==> src/rtl/hcd_map.svh <==
// Purpose: Offsets, field positions, reset values and sensor codes of the commutation decoder
// Assumes: Included by bare name; definitions only
// Notes: Codes are {hall_a, hall_b, hall_c}, hall_a in the high bit
`ifndef HCD_MAP_SVH
`define HCD_MAP_SVH

// ==========================================================
// Register map (byte addresses, one word each)
`define HCD_ADDR_W 8
`define HCD_CTRL_OFS 8'h00
`define HCD_STAT_OFS 8'h04
`define HCD_CNT_OFS 8'h08

// ==========================================================
// Control fields and reset value
`define HCD_CTRL_RUN_BIT 0
`define HCD_CTRL_DINV_BIT 1
`define HCD_CTRL_RST 2'h1

// ==========================================================
// Bus answers
`define HCD_RESP_OKAY 2'h0
`define HCD_RESP_SLVERR 2'h2

// ==========================================================
// Drive levels with every switch off
`define HCD_TOP_OFF 3'h7
`define HCD_BOT_OFF 3'h0

// ==========================================================
// Forward code sequence, 60 degree phasing
`define HCD_C60_S0 3'h4
`define HCD_C60_S1 3'h6
`define HCD_C60_S2 3'h7
`define HCD_C60_S3 3'h3
`define HCD_C60_S4 3'h1
`define HCD_C60_S5 3'h0

// ==========================================================
// Forward code sequence, 120 degree phasing, aligned so each step
// gives the same drive pair as the 60 degree code of that step
`define HCD_C120_S0 3'h4
`define HCD_C120_S1 3'h6
`define HCD_C120_S2 3'h2
`define HCD_C120_S3 3'h3
`define HCD_C120_S4 3'h1
`define HCD_C120_S5 3'h5

// ==========================================================
// Step index marking an invalid code; reverse swaps top and bottom, three steps ahead
`define HCD_STEP_BAD 3'h7
`define HCD_REV_SHIFT 3'h3

`endif

==> src/rtl/hcd_pkg.sv <==
// Purpose: Types shared by the commutation decoder files
// Assumes: Nothing is imported; users write hcd_pkg::name
// Notes: Leg bit 0 is phase A, bit 1 phase B, bit 2 phase C
package hcd_pkg;

	typedef logic [2:0] hcd_code_t;

	// Top enables are active low, bottom enables active high
	typedef struct packed {
		logic [2:0] top_n;
		logic [2:0] bot;
	} hcd_drive_t;

	typedef struct packed {
		logic [19:0] zero;
		logic [2:0] bot_on;
		logic [2:0] top_on;
		logic enable_pin;
		logic overtemp;
		logic invalid;
		hcd_code_t code;
	} hcd_status_t;

endpackage : hcd_pkg

==> src/rtl/hcd_top.sv <==
// Purpose: Hall sensor commutation decoder with AXI4-Lite control and status
// Assumes: Mode and protection pins synchronous to clk_i; hall pins asynchronous
// Notes: Drives update one edge after the synchronised code or pins change
// Function
// - Each valid code turns on one top and one bottom switch, different legs.
// - Forward codes: 60 phasing 100,110,111,011,001,000; 120 phasing 101,100,110,010,011,001.
// - 300 and 240 sequences are reversed, so they rotate the other way.
// - Phasing select high and direction high run a 60 motor forward while the control direction invert bit (bit 1) is clear.
// - Phasing select high selects 60/300 decode, low selects 120/240 decode.
// - Overtemperature forces every top and bottom drive off.
// - Codes 101,010 at 60 and 111,000 at 120 switch all drives off.
// - Enable low switches all drives off whatever the code.
// - Top drives are active low, bottom drives active high.
// - Phasing select high means 60 degree sensors, low means 120 degree.
//
// Register access over AXI4-Lite and the register offsets were chosen for this implementation.
`timescale 1ns/1ps
`default_nettype none
`include "hcd_map.svh"

module hcd_top (
	// Clock and reset
	input wire logic clk_i,
	input wire logic arst_n_i,
	// Rotor position sensors
	input wire logic hall_a_i,
	input wire logic hall_b_i,
	input wire logic hall_c_i,
	// Mode and protection pins
	input wire logic phase_sel_i,
	input wire logic direction_select_i,
	input wire logic enable_i,
	input wire logic overtemp_i,
	// Switch drives
	output logic [2:0] top_drive_n_o,
	output logic [2:0] bottom_drive_o,
	// AXI4-Lite write
	input wire logic [`HCD_ADDR_W-1:0] awaddr_i,
	input wire logic awvalid_i,
	output logic awready_o,
	input wire logic [31:0] wdata_i,
	input wire logic [3:0] wstrb_i,
	input wire logic wvalid_i,
	output logic wready_o,
	output logic [1:0] bresp_o,
	output logic bvalid_o,
	input wire logic bready_i,
	// AXI4-Lite read
	input wire logic [`HCD_ADDR_W-1:0] araddr_i,
	input wire logic arvalid_i,
	output logic arready_o,
	output logic [31:0] rdata_o,
	output logic [1:0] rresp_o,
	output logic rvalid_o,
	input wire logic rready_i
);

	// ==========================================================
	// Reset release
	logic rst_meta_reg;
	logic rst_n_reg;
	logic rst_n;

	always_ff @(posedge clk_i or negedge arst_n_i) begin
		if (!arst_n_i) begin
			rst_meta_reg <= 1'b0;
			rst_n_reg <= 1'b0;
		end else begin
			rst_meta_reg <= 1'b1;
			rst_n_reg <= rst_meta_reg;
		end
	end
	assign rst_n = rst_n_reg;

	// ==========================================================
	// Sensor synchroniser
	hcd_pkg::hcd_code_t hall_pins;
	hcd_pkg::hcd_code_t hall_meta_reg;
	hcd_pkg::hcd_code_t hall_sync_reg;
	hcd_pkg::hcd_code_t code_prev_reg;

	assign hall_pins = {hall_a_i, hall_b_i, hall_c_i};

	// Avoids a half-changed code decoding to a shoot-through pair
	always_ff @(posedge clk_i or negedge rst_n) begin
		if (!rst_n) begin
			hall_meta_reg <= 3'h0;
			hall_sync_reg <= 3'h0;
			code_prev_reg <= 3'h0;
		end else begin
			hall_meta_reg <= hall_pins;
			hall_sync_reg <= hall_meta_reg;
			code_prev_reg <= hall_sync_reg;
		end
	end

	// ==========================================================
	// Decode and gating
	logic [1:0] ctrl_reg;
	logic [1:0] ctrl_next;
	logic run_en;
	logic dir_eff;
	logic dec_valid;
	hcd_pkg::hcd_drive_t dec_drive;
	hcd_pkg::hcd_drive_t drive_reg;
	hcd_pkg::hcd_drive_t drive_next;
	hcd_pkg::hcd_drive_t drive_off;

	assign drive_off = '{top_n: `HCD_TOP_OFF, bot: `HCD_BOT_OFF};
	assign run_en = enable_i & ctrl_reg[`HCD_CTRL_RUN_BIT] & ~overtemp_i;
	// Software inversion lets a 300/240 motor match a 60/120 one
	assign dir_eff = direction_select_i ^ ctrl_reg[`HCD_CTRL_DINV_BIT];

	hcd_decoder u_decoder (
		.code_i(hall_sync_reg),
		.phase_60_i(phase_sel_i),
		.forward_i(dir_eff),
		.drive_o(dec_drive),
		.valid_o(dec_valid)
	);

	assign drive_next = (run_en & dec_valid) ? dec_drive : drive_off;

	always_ff @(posedge clk_i or negedge rst_n) begin
		if (!rst_n) begin
			drive_reg <= '{top_n: `HCD_TOP_OFF, bot: `HCD_BOT_OFF};
		end else begin
			drive_reg <= drive_next;
		end
	end

	assign top_drive_n_o = drive_reg.top_n;
	assign bottom_drive_o = drive_reg.bot;

	// ==========================================================
	// Commutation step counter
	logic [15:0] cnt_reg;
	logic step_evt;

	assign step_evt = dec_valid & (hall_sync_reg != code_prev_reg);

	always_ff @(posedge clk_i or negedge rst_n) begin
		if (!rst_n) begin
			cnt_reg <= 16'h0000;
		end else if (step_evt) begin
			cnt_reg <= cnt_reg + 16'h0001;
		end
	end

	// ==========================================================
	// AXI4-Lite write path
	logic aw_rdy_reg;
	logic w_rdy_reg;
	logic aw_hold_reg;
	logic w_hold_reg;
	logic bvalid_reg;
	logic [1:0] bresp_reg;
	logic [`HCD_ADDR_W-1:0] aw_addr_reg;
	logic [31:0] w_data_reg;
	logic [3:0] w_strb_reg;
	logic aw_fire;
	logic w_fire;
	logic aw_have;
	logic w_have;
	logic b_issue;
	logic aw_hold_next;
	logic w_hold_next;
	logic bvalid_next;
	logic [`HCD_ADDR_W-1:0] wr_addr;
	logic [31:0] wr_data;
	logic [3:0] wr_strb;
	logic wr_mapped;
	logic wr_ctrl;

	assign aw_fire = awvalid_i & aw_rdy_reg;
	assign w_fire = wvalid_i & w_rdy_reg;
	assign aw_have = aw_hold_reg | aw_fire;
	assign w_have = w_hold_reg | w_fire;
	assign b_issue = aw_have & w_have;
	assign aw_hold_next = aw_have & ~b_issue;
	assign w_hold_next = w_have & ~b_issue;
	assign bvalid_next = b_issue | (bvalid_reg & ~bready_i);
	assign wr_addr = aw_fire ? awaddr_i : aw_addr_reg;
	assign wr_data = w_fire ? wdata_i : w_data_reg;
	assign wr_strb = w_fire ? wstrb_i : w_strb_reg;
	assign wr_ctrl = ({wr_addr[`HCD_ADDR_W-1:2], 2'b00} == `HCD_CTRL_OFS);
	assign wr_mapped = wr_ctrl | ({wr_addr[`HCD_ADDR_W-1:2], 2'b00} == `HCD_STAT_OFS)
		| ({wr_addr[`HCD_ADDR_W-1:2], 2'b00} == `HCD_CNT_OFS);
	assign ctrl_next = (b_issue & wr_ctrl & wr_strb[0]) ? wr_data[1:0] : ctrl_reg;

	always_ff @(posedge clk_i or negedge rst_n) begin
		if (!rst_n) begin
			aw_rdy_reg <= 1'b0;
			w_rdy_reg <= 1'b0;
			aw_hold_reg <= 1'b0;
			w_hold_reg <= 1'b0;
			bvalid_reg <= 1'b0;
			bresp_reg <= `HCD_RESP_OKAY;
			aw_addr_reg <= 8'h00;
			w_data_reg <= 32'h0000_0000;
			w_strb_reg <= 4'h0;
			ctrl_reg <= `HCD_CTRL_RST;
		end else begin
			aw_rdy_reg <= ~aw_hold_next & ~bvalid_next;
			w_rdy_reg <= ~w_hold_next & ~bvalid_next;
			aw_hold_reg <= aw_hold_next;
			w_hold_reg <= w_hold_next;
			bvalid_reg <= bvalid_next;
			ctrl_reg <= ctrl_next;
			if (aw_fire) begin
				aw_addr_reg <= awaddr_i;
			end
			if (w_fire) begin
				w_data_reg <= wdata_i;
				w_strb_reg <= wstrb_i;
			end
			if (b_issue) begin
				bresp_reg <= wr_mapped ? `HCD_RESP_OKAY : `HCD_RESP_SLVERR;
			end
		end
	end

	assign awready_o = aw_rdy_reg;
	assign wready_o = w_rdy_reg;
	assign bvalid_o = bvalid_reg;
	assign bresp_o = bresp_reg;

	// ==========================================================
	// AXI4-Lite read path
	logic ar_rdy_reg;
	logic rvalid_reg;
	logic rvalid_next;
	logic [31:0] rdata_reg;
	logic [1:0] rresp_reg;
	logic ar_fire;
	logic [`HCD_ADDR_W-1:0] rd_word;
	hcd_pkg::hcd_status_t status;
	logic [31:0] rd_mux;
	logic rd_mapped;

	assign ar_fire = arvalid_i & ar_rdy_reg;
	assign rvalid_next = ar_fire | (rvalid_reg & ~rready_i);
	assign rd_word = {araddr_i[`HCD_ADDR_W-1:2], 2'b00};
	assign status = '{zero: 20'h00000, bot_on: drive_reg.bot, top_on: ~drive_reg.top_n,
		enable_pin: enable_i, overtemp: overtemp_i, invalid: ~dec_valid, code: hall_sync_reg};
	assign rd_mapped = (rd_word == `HCD_CTRL_OFS) | (rd_word == `HCD_STAT_OFS) | (rd_word == `HCD_CNT_OFS);
	assign rd_mux = (rd_word == `HCD_CTRL_OFS) ? {30'h0, ctrl_reg}
		: (rd_word == `HCD_STAT_OFS) ? 32'(status)
		: (rd_word == `HCD_CNT_OFS) ? {16'h0000, cnt_reg}
		: 32'h0000_0000;

	always_ff @(posedge clk_i or negedge rst_n) begin
		if (!rst_n) begin
			ar_rdy_reg <= 1'b0;
			rvalid_reg <= 1'b0;
			rdata_reg <= 32'h0000_0000;
			rresp_reg <= `HCD_RESP_OKAY;
		end else begin
			ar_rdy_reg <= ~rvalid_next;
			rvalid_reg <= rvalid_next;
			if (ar_fire) begin
				rdata_reg <= rd_mux;
				rresp_reg <= rd_mapped ? `HCD_RESP_OKAY : `HCD_RESP_SLVERR;
			end
		end
	end

	assign arready_o = ar_rdy_reg;
	assign rvalid_o = rvalid_reg;
	assign rdata_o = rdata_reg;
	assign rresp_o = rresp_reg;

	// ==========================================================
	// Checks
	property p_one_pair;
		@(posedge clk_i) disable iff (!rst_n)
		(run_en && dec_valid) |=> ($onehot(~top_drive_n_o) && $onehot(bottom_drive_o)
			&& ((~top_drive_n_o & bottom_drive_o) == 3'h0));
	endproperty
	a_one_pair: assert property (p_one_pair) else $error("drive pair not one top one bottom");

	property p_reverse;
		@(posedge clk_i) disable iff (!rst_n)
		(run_en && phase_sel_i && !dir_eff && hall_sync_reg == `HCD_C60_S0)
			|=> (top_drive_n_o == 3'h3 && bottom_drive_o == 3'h1);
	endproperty
	a_reverse: assert property (p_reverse) else $error("reverse step wrong");

	property p_fwd60;
		@(posedge clk_i) disable iff (!rst_n)
		(run_en && phase_sel_i && dir_eff && hall_sync_reg == `HCD_C60_S0)
			|=> (top_drive_n_o == 3'h6 && bottom_drive_o == 3'h4);
	endproperty
	a_fwd60: assert property (p_fwd60) else $error("60 forward step wrong");

	property p_fwd120;
		@(posedge clk_i) disable iff (!rst_n)
		(run_en && !phase_sel_i && dir_eff && hall_sync_reg == `HCD_C120_S3)
			|=> (top_drive_n_o == 3'h3 && bottom_drive_o == 3'h1);
	endproperty
	a_fwd120: assert property (p_fwd120) else $error("120 forward step wrong");

	property p_overtemp;
		@(posedge clk_i) disable iff (!rst_n)
		overtemp_i |=> (top_drive_n_o == `HCD_TOP_OFF && bottom_drive_o == `HCD_BOT_OFF);
	endproperty
	a_overtemp: assert property (p_overtemp) else $error("drive on during overtemperature");

	property p_invalid;
		@(posedge clk_i) disable iff (!rst_n)
		((phase_sel_i && (hall_sync_reg == 3'h5 || hall_sync_reg == 3'h2))
			|| (!phase_sel_i && (hall_sync_reg == 3'h7 || hall_sync_reg == 3'h0)))
			|=> (top_drive_n_o == `HCD_TOP_OFF && bottom_drive_o == `HCD_BOT_OFF);
	endproperty
	a_invalid: assert property (p_invalid) else $error("drive on for invalid code");

	property p_disable;
		@(posedge clk_i) disable iff (!rst_n)
		!enable_i |=> (top_drive_n_o == `HCD_TOP_OFF && bottom_drive_o == `HCD_BOT_OFF);
	endproperty
	a_disable: assert property (p_disable) else $error("drive on while disabled");

	property p_polarity;
		@(posedge clk_i) disable iff (!rst_n)
		(top_drive_n_o == `HCD_TOP_OFF) == (bottom_drive_o == `HCD_BOT_OFF);
	endproperty
	a_polarity: assert property (p_polarity) else $error("top and bottom activity disagree");

	property p_sync_depth;
		@(posedge clk_i) disable iff (!rst_n)
		$past(rst_n, 2) |-> (hall_sync_reg == $past(hall_pins, 2));
	endproperty
	a_sync_depth: assert property (p_sync_depth) else $error("sensor code not two stages late");

endmodule : hcd_top
`default_nettype wire

==> src/rtl/hcd_decoder.sv <==
// Purpose: Rotor position code to switch enable decode
// Assumes: Code already synchronised; purely combinational
// Notes: Gating by enable and shutdown is done by the caller
`timescale 1ns/1ps
`default_nettype none
`include "hcd_map.svh"

module hcd_decoder (
	// Position and mode
	input wire hcd_pkg::hcd_code_t code_i,
	input wire logic phase_60_i,
	input wire logic forward_i,
	// Decoded drive
	output hcd_pkg::hcd_drive_t drive_o,
	output logic valid_o
);

	// ==========================================================
	// Code to forward step index
	function automatic logic [2:0] code_step(input logic [2:0] code, input logic p60);
		logic [2:0] s;
		s = `HCD_STEP_BAD;
		if (p60) begin
			unique case (code)
				`HCD_C60_S0: s = 3'h0;
				`HCD_C60_S1: s = 3'h1;
				`HCD_C60_S2: s = 3'h2;
				`HCD_C60_S3: s = 3'h3;
				`HCD_C60_S4: s = 3'h4;
				`HCD_C60_S5: s = 3'h5;
				default: s = `HCD_STEP_BAD;
			endcase
		end else begin
			unique case (code)
				`HCD_C120_S0: s = 3'h0;
				`HCD_C120_S1: s = 3'h1;
				`HCD_C120_S2: s = 3'h2;
				`HCD_C120_S3: s = 3'h3;
				`HCD_C120_S4: s = 3'h4;
				`HCD_C120_S5: s = 3'h5;
				default: s = `HCD_STEP_BAD;
			endcase
		end
		return s;
	endfunction : code_step

	logic [2:0] step;
	logic [3:0] sum;
	logic [2:0] idx;

	assign step = code_step(code_i, phase_60_i);
	assign valid_o = (step != `HCD_STEP_BAD);
	// Reverse swaps top and bottom, which is the pairing three steps on
	assign sum = {1'b0, step} + {1'b0, `HCD_REV_SHIFT};
	assign idx = forward_i ? step : ((sum >= 4'h6) ? 3'(sum - 4'h6) : sum[2:0]);

	// One top and one bottom on different legs per step
	always_comb begin
		drive_o = '{top_n: `HCD_TOP_OFF, bot: `HCD_BOT_OFF};
		unique case (idx)
			3'h0: drive_o = '{top_n: 3'h6, bot: 3'h4};
			3'h1: drive_o = '{top_n: 3'h5, bot: 3'h4};
			3'h2: drive_o = '{top_n: 3'h5, bot: 3'h1};
			3'h3: drive_o = '{top_n: 3'h3, bot: 3'h1};
			3'h4: drive_o = '{top_n: 3'h3, bot: 3'h2};
			3'h5: drive_o = '{top_n: 3'h6, bot: 3'h2};
			default: drive_o = '{top_n: `HCD_TOP_OFF, bot: `HCD_BOT_OFF};
		endcase
	end

endmodule : hcd_decoder
`default_nettype wire

==> config.mk <==
export PLATFORM = sky130hd
export DESIGN_NAME = hcd_top
export DESIGN_NICKNAME = d
export VERILOG_FILES = /design/src/rtl/hcd_pkg.sv /design/src/rtl/hcd_top.sv /design/src/rtl/hcd_decoder.sv
export VERILOG_INCLUDE_DIRS = /design/src /design/src/rtl
export SDC_FILE = /design/constraint.sdc
export NUM_CORES = 1
export LEC_CHECK = 0
export BUFFER_PORTS_ARGS = -buffer_cell sky130_fd_sc_hd__buf_2
export CAP_MARGIN = 20
export CELL_PAD_IN_SITES_DETAIL_PLACEMENT = 1
export CELL_PAD_IN_SITES_GLOBAL_PLACEMENT = 1
export CORE_MARGIN = 2
export CORE_UTILIZATION = 39
export CTS_BUF_LIST = sky130_fd_sc_hd__clkbuf_2
export DETAILED_ROUTE_END_ITERATION = 16
export PLACE_DENSITY = 0.91
export SKIP_CTS_REPAIR_TIMING = 1
export SLEW_MARGIN = 20
export SYNTH_ARGS = -nofsm -noshare
export SYNTH_HDL_FRONTEND = slang
export SYNTH_SLANG_ARGS = --single-unit
==> constraint.sdc <==
create_clock -name clk_i -period 2.4 [get_ports clk_i]
set_input_delay 0.12 -clock clk_i [delete_from_list [all_inputs] [get_ports clk_i]]
set_output_delay 0.12 -clock clk_i [all_outputs]
set_load 0.01 [all_outputs]
==> results of run 1 <==
[cells in the final DEF, fill, tap and decap left out, types with 3 or more instances in the layout]
master / synthesis / layout
and2_1: 4 / 4
xnor2_1: 17 / 17
and3_1: 5 / 5
dfstp_2: 4 / 4
xor2_1: 8 / 7
dfrtp_2: 0 / 3
conb_1: 2 / 19
nand2_1: 30 / 29
inv_1: 11 / 10
dfrtp_1: 65 / 62
buf_4: 18 / 19
nor2b_1: 5 / 5
mux2_2: 13 / 13
clkinv_2: 0 / 3
buf_2: 3 / 57
dlygate4sd3_1: 0 / 20
clkbuf_2: 0 / 10
a22oi_1: 9 / 9
o21ai_1: 3 / 4
o21ai_0: 18 / 17
nor2_1: 18 / 18
nand3_1: 14 / 14
mux2i_1: 4 / 4
[power groups by stage]
stage / sequential [mW] / clock, mW / combinational, mW
6_report: 1.56 / 0.632 / 0.873
5_1_grt: 1.59 / 0.710 / 0.974
4_1_cts: 1.56 / 0.661 / 0.816
3_5_place_dp: 1.58 / 0 / 0.816
3_3_place_gp: 1.55 / 0 / 0.760
2_1_floorplan: 1.56 / 0 / 0.565
[area by class of cell]
cell class | count | area [sq um]
fill | 928 | 4070
sequential | 69 | 1740
multi-input combinational | 207 | 1380
timing repair buffer | 96 | 628
tap | 105 | 131
clock inverter | 5 | 52.6
clock buffer | 10 | 50.0
inverter | 11 | 41.3
[cells in the mapped netlist, types with 5 or more instances]
library cell,count,area (sq um)
nor2_1,18,67.6
mux2_2,13,146
o21ai_0,18,90.1
buf_4,18,135
xnor2_1,17,149
dfrtp_1,65,1630
and3_1,5,31.3
inv_1,11,41.3
nor2b_1,5,31.3
xor2_1,8,70.1
nand3_1,14,70.1
nand2_1,30,113
a22oi_1,9,67.6
[per-stage QoR]
stage | total power, mW | util (%) | TNS, ps | instances
CTS | 3.03 | 46.1 | -113 | 480
global route | 3.28 | 49.7 | -99.0 | 503
floorplan | 2.13 | - | 0 | 314
finish | 3.06 | 49.7 | 0 | 503
global placement | 2.31 | 44.8 | 0 | 465
detailed placement | 2.39 | 44.8 | -53.9 | 465
[routing by layer]
metal / share of wire (%) / vias up / global-route usage, %
li1: - / 1177 / -
met1: 41 / 1240 / 20.3
met2: 55 / 58 / 30.8
met3: 3.5 / 5 / 4.31
met4: 0.59 / 0 / 5.31
met5: 0 / - / 0
[worst max-delay path, cell delays in order, from the launching register on]
cell,delay [ps]
dfrtp_2,490
and2_2,200
a21oi_2,190
a21oi_2,80
buf_4,150
ha_4,170
inv_1,110
mux2i_1,120
a221oi_2,430
nand2_1,100
nor2_1,160
[cell families after synthesis]
kind of cell | Yosys count | share of synthesized area [%]
simple gates | 93 | 14.3
xor+xnor | 25 | 6.80
other cells | 2 | 0.233
compound gates | 50 | 10.6
mux | 17 | 5.79
fa+ha+maj | 3 | 1.17
buf+inv | 38 | 7.34
flops | 69 | 53.8
[worst paths after layout]
| kind | to | depth (start not counted) | slack [ps] | startpoint |
|---|---|---|---|---|
| hold reg to reg | bottom_drive_o[2]$_DFF_PN0_ | 0 | 250 | rst_n$_DFF_PN0_ |
| min in group asynchronous | bottom_drive_o[2]$_DFF_PN0_ | 0 | 250 | rst_n$_DFF_PN0_ |
| hold / removal | rresp_o[1]$_DFFE_PN0P_ | 4 | 70 | araddr_i[5] |
| max in group asynchronous | ctrl_reg[0]$_DFFE_PN1P_ | 1 | 1410 | rst_n$_DFF_PN0_ |
| setup reg to reg | bottom_drive_o[0]$_DFF_PN0_ | 10 | 130 | hall_sync_reg[0]$_DFF_PN0_ |
| setup / recovery | bottom_drive_o[0]$_DFF_PN0_ | 10 | 130 | hall_sync_reg[0]$_DFF_PN0_ |
==> impl_results.md, run 1 <==
* Flop pwr share at about 51%
* Actual transition at the worst max-transition pin at 776 ps
* Die H at 94.9 um
* First-pass GRT wire length at approximately 12,000 um
* DR pass1 iterations at 4
* Placed Area at 3630 sq um
* GRT Total Usage at about 17%
* Starting DRT DRC Count at 54
* Arrival time at the worst endpoint at 2690 ps
* Site Rows at 33
* Max-cap viol count at 0
* Die footprint at 9000 sq um
* Final hold violations at 0
* Final wirelength at slightly below 8000 um
* Status: complete, no violations
* Max VDD drop at 0.499 mV
* Min Hold Slack at 66.4 ps
* Cell variety after synth at 47
* Dpl hpwl at 5520 um
* I/O Buffers at 57
* Root buffer cell: clkbuf_2
* NetSw at 1.01 mW
* Fin. max-slew vios at 0
* Cells after Synth at 297
* Placeable Area at a little over 8000 sq um
* Logic pwr share at roughly 28%
* Initial Util at between 30% and 40%
* Number of synthesized flops with an enable pin at 0
* Synth warn at 0
* Max Clk Rate at 441 MHz
* Min-delay worst type: input port to flip-flop
* Final Cell Area at roughly 4000 sq um
* Final Cycle Share at 94.5%
* Mapped Avg Cell Area at 10.8 sq um
* Worst slew margin at slightly below 50%
* Clk_skew at 23.0 ps
* PwrDens at 761 nW/um^2
* Clock buffer count from CTS at 9
* Total number of vias at between 2,000 and 2,500
* Fraction of layout cells with a size suffix above 1 at 32.4%
* Chip Width at 94.9 um
* Synthesis-to-layout area growth at 24.9%
* Bufs on Longest Clock Path at 2
* GR Overflow Total at 0
* Primary FF master, synth: dfrtp_1
* Post-Syn Area at 3220 sq um
* Vias per cell at 4.93
* Leakage power at about 1.9 nW
* Sw Ratio at roughly 33%
* Setup WS pre-CTS at -48.0 ps
* Antenna viol nets, final at 0
* Initial antenna violation count at 0
* Critical path capture point type: flip-flop
* Cell Int Power at 2.05 mW
* Seq cells post-synth at 69
* Clock latency on the worst-skew pair at approximately 490 ps
* I/O pin cnt at between 100 and 150
* Diodes inserted at 0
* Routed wire length per instance at 15.4 um
* CTS tree: done
* Largest net degree at the start of global routing at 27
* Async set or reset register ratio after synthesis at 100%
* Routability cong. at 0.762
* Crit path kind: flip-flop to flip-flop
* Clk pwr share at roughly 21%
* Critical Path Start Type: flip-flop
* Endpoints failing setup at 0
* H-tree level count at 3
* Number of remaining DRC errors at 0
* Clock transition at path regs at ~180 ps
* Clk sinks at 69
* Required time of the worst setup path at 2820 ps
* Min cycle time layout at ~2300 ps
* Crit Path Max Fanout at 5
* Sequential share of the synthesized area at 53.8%
* Nets at between 400 and 500
* Vias in the first global route at 2,476
* Final worst slack at ~130 ps
(Power assumes the default switching activity.)
==> run 2, diff against run 1 <==
- REMOVE_ABC_BUFFERS: default -> 1
==> impl_results.md, run 2 (synthesis results as in run 1) <==
* Status: complete, no violations
* GR Overflow Total at 0 (unchanged)
* Max-cap viol count at 0 (unchanged)
* H-tree level count at 3 (unchanged)
* Most Frequent Cell on Critical Path: a21oi_2
* Final hold violations at 0 (unchanged)
* I/O Buffers at 57 (unchanged)
* Number of remaining DRC errors at 0 (unchanged)
* Initial antenna violation count at 0 (unchanged)
* Initial Util at 39.8% (unchanged)
* Worst path slowest cell: dfrtp_2
* Worst path max stage delay at 500 ps (about the same)
* Largest net degree at the start of global routing at 60 (+120%)
* Tot Pwr at 3.01 mW (-1.6%)
* Clk_skew at 25.9 ps (+2.89 ps)
* Nets at 465 (+0.43%)
* Reg2reg end: bottom_drive_o[1]$_DFF_PN0_
* Critical path capture point type: flip-flop
* Critical Path Stages at 11 (+1)
* Number of fill cells in the layout at 935 (+0.75%)
* Die H at 94.9 um (unchanged)
* Total number of vias at 2,531 (+2.1%)
* Antenna viol nets, final at 0 (unchanged)
* Min cycle time layout at 2390 ps (+120 ps)
* Diodes inserted at 0 (unchanged)
* Commonest non-fill, non-tap cells in the layout: 62 x dfrtp_1, 57 x buf_2, 29 x nand2_1
* Non-filler instance count after layout at 505 (+0.40%)
* Clock transition at path regs at 160 ps (-20 ps)
* Cell family with most CP delay: simple AND/OR/NAND/NOR gates
* Placed cells at 466 (+0.22%)
* Bufs on Longest Clock Path at 2 (unchanged)
* Actual transition at the worst max-transition pin at 753 ps (-23.1 ps)
* Site Rows at 33 (unchanged)
* Worst r2r src: hall_sync_reg[2]$_DFF_PN0_
* Dpl hpwl at 5850 um (+6.1%)
* Critical Path Start Type: flip-flop
* Critical Path End: bottom_drive_o[1]$_DFF_PN0_
* Cell Chain, Critical Path: nor3_4 -> a21oi_2 -> a21oi_2 -> inv_1 -> ha_2 -> nor2b_4 -> o21ai_2 -> nand4_1 -> o221ai_4 -> nand2_1 -> nor2_1
* Final Cycle Share at 99.5% (+5.0 points)
* Placeable Area at 8090 sq um (unchanged)
* Leakage power at 1.94 nW (+0.77%)
* Max Clk Rate at 419 MHz (-5.0%)
* Multi-input gate area at 1420 sq um (+2.6%)
* Clock latency on the worst-skew pair at 510 ps (+20 ps)
* Routed wire length per instance at 17.2 um (+12%)
* Worst Setup SP: hall_sync_reg[2]$_DFF_PN0_
* Chip Width at 94.9 um (unchanged)
* Crit path kind: flip-flop to flip-flop
* CTS tree: done
* Reg area at 1740 sq um (unchanged)
* Reg2Reg Depth at 11 (+1)
* Clk sinks at 69 (unchanged)
* Min-delay worst type: input port to flip-flop
* Die footprint at 9000 sq um (unchanged)
* Synthesis-to-layout area growth at 25.9%
* Worst slew margin at 49.7% (+1.5 points)
* Clock buffer count from CTS at 9 (unchanged)
* Fin. max-slew vios at 0 (unchanged)
* Flop2flop setup slack at 10 ps (-120 ps)
* Endpoints failing setup at 0 (unchanged)
* DR pass1 iterations at 4 (unchanged)
* Vias per cell at 5.01 (+1.7%)
* Vias in the first global route at 2,610 (+5.4%)
* Crit Path Max Fanout at 6 (+1)
* Fraction of layout cells with a size suffix above 1 at 34.0% (+1.6 points)
* Critical path buffer and inverter count at 1 (-1)
* Util after Layout at 50.1% (+0.42 points)
* Commonest non-fill, non-tap cell in the layout: dfrtp_1
* I/O pin cnt at 113 (unchanged)
* PwrDens at 743 nW/um^2 (-2.4%)
* Routability cong. at 0.824 (+8.2%)
* Starting DRT DRC Count at 74 (+37%)
* Required time of the worst setup path at 2810 ps (about the same)
* GRT Total Usage at 18.1% (+0.81 points)
* Arrival time at the worst endpoint at 2800 ps (+110 ps)
* First-pass GRT wire length at 12,100 um (+2.4%)
* Final wirelength at 8710 um (+12%)
* RSZ-0062 raised after global routing: yes
* Root buffer cell: clkbuf_2
* Max VDD drop at 0.254 mV (-49%)
[run 2: cell count changes in the layout (fill, tap and decap cells not counted), moves of 2 or more]
cell | previous run | this run
nor3_1 | 2 | 0
o21ai_2 | 0 | 2
clkinv_1 | 0 | 2
o21ai_1 | 4 | 2
[run 2: worst min-delay path, cell delays in order]
cell and delay [ps]:
buf_2 70, or4_4 140, a21oi_1 40, o21ai_0 130
[run 2: where the power goes]
| part | internal, mW | total, mW | switching [mW] |
|---|---|---|---|
| Clock | 0.130 | 0.515 | 0.386 |
| Sequential | 1.39 | 1.57 | 0.179 |
| Combinational | 0.436 | 0.927 | 0.491 |
[run 2: worst min path at each step]
stage                      from                     end  slack (ps)  cells past startpoint
CTS                    arst_n_i         rst_n$_DFF_PN0_        -680                      1
detailed placement     arst_n_i  rst_meta_reg$_DFF_PN0_         -90                      1
global route        araddr_i[7]  rresp_o[1]$_DFFE_PN0P_          50                      4
global placement       arst_n_i  rst_meta_reg$_DFF_PN0_         -90                      1
finish              araddr_i[7]  rresp_o[1]$_DFFE_PN0P_          50                      4
floorplan              arst_n_i  rst_meta_reg$_DFF_PN0_        -180                      0
[run 2: per-layer routing]
metal | global-route usage, % | part of all wire [%] | vias up
met4 | 8.45 | 2.6 | 0
met5 | 0 | 0 | -
met1 | 20.3 | 40 | 1267
met3 | 3.51 | 3.1 | 19
li1 | - | - | 1176
met2 | 32.7 | 54 | 69
[run 2: through the flow]
stage | setup TNS (ps) | area [sq um] | hold slack (ps) | setup slack [ps]
after floorplan | 0 | 3090 | -176 | 66.9
after global placement | 0 | 3650 | -94.6 | 53.1
after detailed placement | -300 | 3650 | -92.5 | -128
after CTS | -592 | 3720 | -681 | -174
after global routing | -1440 | 4060 | 54.4 | -173
final | 0 | 4060 | 46.5 | 11.3
[run 2: area by class of cell]
class                      instances  share of cell area, %
tap                              105                   3.24
inverter                          11                   1.02
clock inverter                     4                  0.432
multi-input combinational        207                   35.0
clock buffer                      11                   1.36
timing repair buffer              98                   16.2
sequential                        69                   42.8
==> run 3, diff against run 2 <==
- SETUP_SLACK_MARGIN: default -> 0.02
==> impl_results.md, run 3 (synthesis results as in run 1) <==
* DR pass1 iterations at 4 (unchanged)
* First-pass GRT wire length at 12,100 um (unchanged)
* Min Hold Slack at 66.9 ps (+20.5 ps)
* Max Clk Rate at 424 MHz (+1.3%)
* Site Rows at 33 (unchanged)
* Diodes inserted at 0 (unchanged)
* Util after Layout at 50.3% (+0.15 points)
* Endpoints failing setup at 0 (unchanged)
* CTS tree: done
* Clk_skew at 33.2 ps (+7.32 ps)
* Final Cell Area at 4070 sq um (+0.31%)
* Reg2Reg Depth at 11 (unchanged)
* Required time of the worst setup path at 2790 ps (-20 ps)
* Worst r2r src: hall_sync_reg[2]$_DFF_PN0_
* Routability cong. at 0.824 (unchanged)
* Flop2flop setup slack at 40 ps (+30 ps)
* Worst slew margin at 49.4% (-0.26 points)
* Die H at 94.9 um (unchanged)
* Initial Util at 39.8% (unchanged)
* Fin. max-slew vios at 0 (unchanged)
* Commonest non-fill, non-tap cell in the layout: dfrtp_1
* Final Cycle Share at 98.2% (-1.3 points)
* Number of remaining DRC errors at 0 (unchanged)
* Placeable Area at 8090 sq um (unchanged)
* Reg2reg end: top_drive_n_o[1]$_DFF_PN1_
* I/O pin cnt at 113 (unchanged)
* Vias in the first global route at 2,610 (unchanged)
* Reg area at 1740 sq um (unchanged)
* Most Frequent Cell on Critical Path: a21oi_2
* Arrival time at the worst endpoint at 2750 ps (-50 ps)
* Leakage power at 1.95 nW (+0.42%)
* H-tree level count at 3 (unchanged)
* Non-filler instance count after layout at 506 (+0.20%)
* Critical path capture point type: flip-flop
* Clock buffer count from CTS at 9 (unchanged)
* Final hold violations at 0 (unchanged)
* GRT Total Usage at 18.1% (unchanged)
* Chip Width at 94.9 um (unchanged)
* Antenna viol nets, final at 0 (unchanged)
* RSZ-0062 raised after global routing: yes
* GR Overflow Total at 0 (unchanged)
* Dpl hpwl at 5850 um (unchanged)
* Tot Pwr at 3.00 mW (-0.39%)
* Clock transition at path regs at 160 ps (about the same)
* Number of fill cells in the layout at 936 (+0.11%)
* Worst path max stage delay at 500 ps (about the same)
* Min-delay worst type: input port to flip-flop
* Commonest non-fill, non-tap cells in the layout: 62 x dfrtp_1, 57 x buf_2, 28 x nand2_1
* Max VDD drop at 0.245 mV (-3.5%)
* I/O Buffers at 57 (unchanged)
* PwrDens at 738 nW/um^2 (-0.70%)
* Initial antenna violation count at 0 (unchanged)
* Crit Path Max Fanout at 6 (unchanged)
* Routed wire length per instance at 16.9 um (-1.8%)
* Multi-input gate area at 1420 sq um (+0.35%)
* Starting DRT DRC Count at 73 (-1.4%)
* Actual transition at the worst max-transition pin at 757 ps (+3.82 ps)
* Final wirelength at 8560 um (-1.7%)
* Hold Crit Depth at 4 (unchanged)
* Placed Area at 3650 sq um (unchanged)
* Bufs on Longest Clock Path at 2 (unchanged)
* Hold_sp: araddr_i[7]
* Status: complete, no violations
* Placed cells at 466 (unchanged)
* Total number of vias at 2,500 (-1.2%)
* Critical Path Start Type: flip-flop
* Cell Chain, Critical Path: nor3_4 -> a21oi_2 -> a21oi_2 -> inv_1 -> ha_2 -> nor2b_4 -> o21ai_2 -> nand4_1 -> o221ai_4 -> xor2_1 -> nand3_1
* Worst path slowest cell: dfrtp_2
* Clk sinks at 69 (unchanged)
* Crit path kind: flip-flop to flip-flop
* Largest net degree at the start of global routing at 60 (unchanged)
* Synthesis-to-layout area growth at 26.3%
* Vias per cell at 4.94 (-1.4%)
* Min cycle time layout at 2360 ps (-31.5 ps)
* Die footprint at 9000 sq um (unchanged)
* Clock latency on the worst-skew pair at 480 ps (-30 ps)
* Max-cap viol count at 0 (unchanged)
* Fraction of layout cells with a size suffix above 1 at 34.7% (+0.66 points)
* Root buffer cell: clkbuf_2
* Nets at 466 (+0.22%)
* Worst Hold End: rresp_o[1]$_DFFE_PN0P_
## run 3: critical path: cells and delay by family (launching register included)
family          cells  cell delay (ps)
compound gates      4              700
simple gates        4              600
flops               1              500
fa+ha+maj           1              210
xor+xnor            1              210
buf+inv             1               80
## run 3: worst max-delay path by stage
stage                                             end  depth (start not counted)                        from
after CTS                  top_drive_n_o[2]$_DFF_PN1_                          9  hall_sync_reg[0]$_DFF_PN0_
after global routing      bottom_drive_o[1]$_DFF_PN0_                         11  hall_sync_reg[2]$_DFF_PN0_
final                      top_drive_n_o[1]$_DFF_PN1_                         11  hall_sync_reg[2]$_DFF_PN0_
after detailed placement   top_drive_n_o[2]$_DFF_PN1_                          9  hall_sync_reg[2]$_DFF_PN0_
after floorplan            top_drive_n_o[2]$_DFF_PN1_                          9  hall_sync_reg[2]$_DFF_PN0_
after global placement     top_drive_n_o[2]$_DFF_PN1_                          9  hall_sync_reg[2]$_DFF_PN0_
## run 3: per-stage QoR
stage | setup WS (ps) | setup TNS, ps
finish | 42.8 | 0
detailed placement | -128 | -300
floorplan | 66.9 | 0
global route | -147 | -564
CTS | -174 | -592
global placement | 53.1 | 0
## run 3: metal layers
metal  routed length [um]  global-route usage (%)  part of all wire, %  vias up
met5                    0                       0                    0        -
met2                 4720                    32.7                   55       66
met4                  152                    8.45                  1.8        0
met1                 3440                    20.3                   40     1243
met3                  251                    3.51                  2.9       15
li1                     -                       -                    -     1176
## run 3: report_power, final
part	switching, mW	internal, mW
combinational	0.485	0.442
sequential	0.178	1.39
clock	0.374	0.130
## run 3: layout make-up
class	instances	share of cell area (%)
Clock inverter	4	0.431
Clock buffer	11	1.35
Timing Repair Buffer	99	16.3
Inverter	11	1.02
Tap cell	105	3.23
Multi-Input combinational cell	207	35.0
Sequential cell	69	42.7
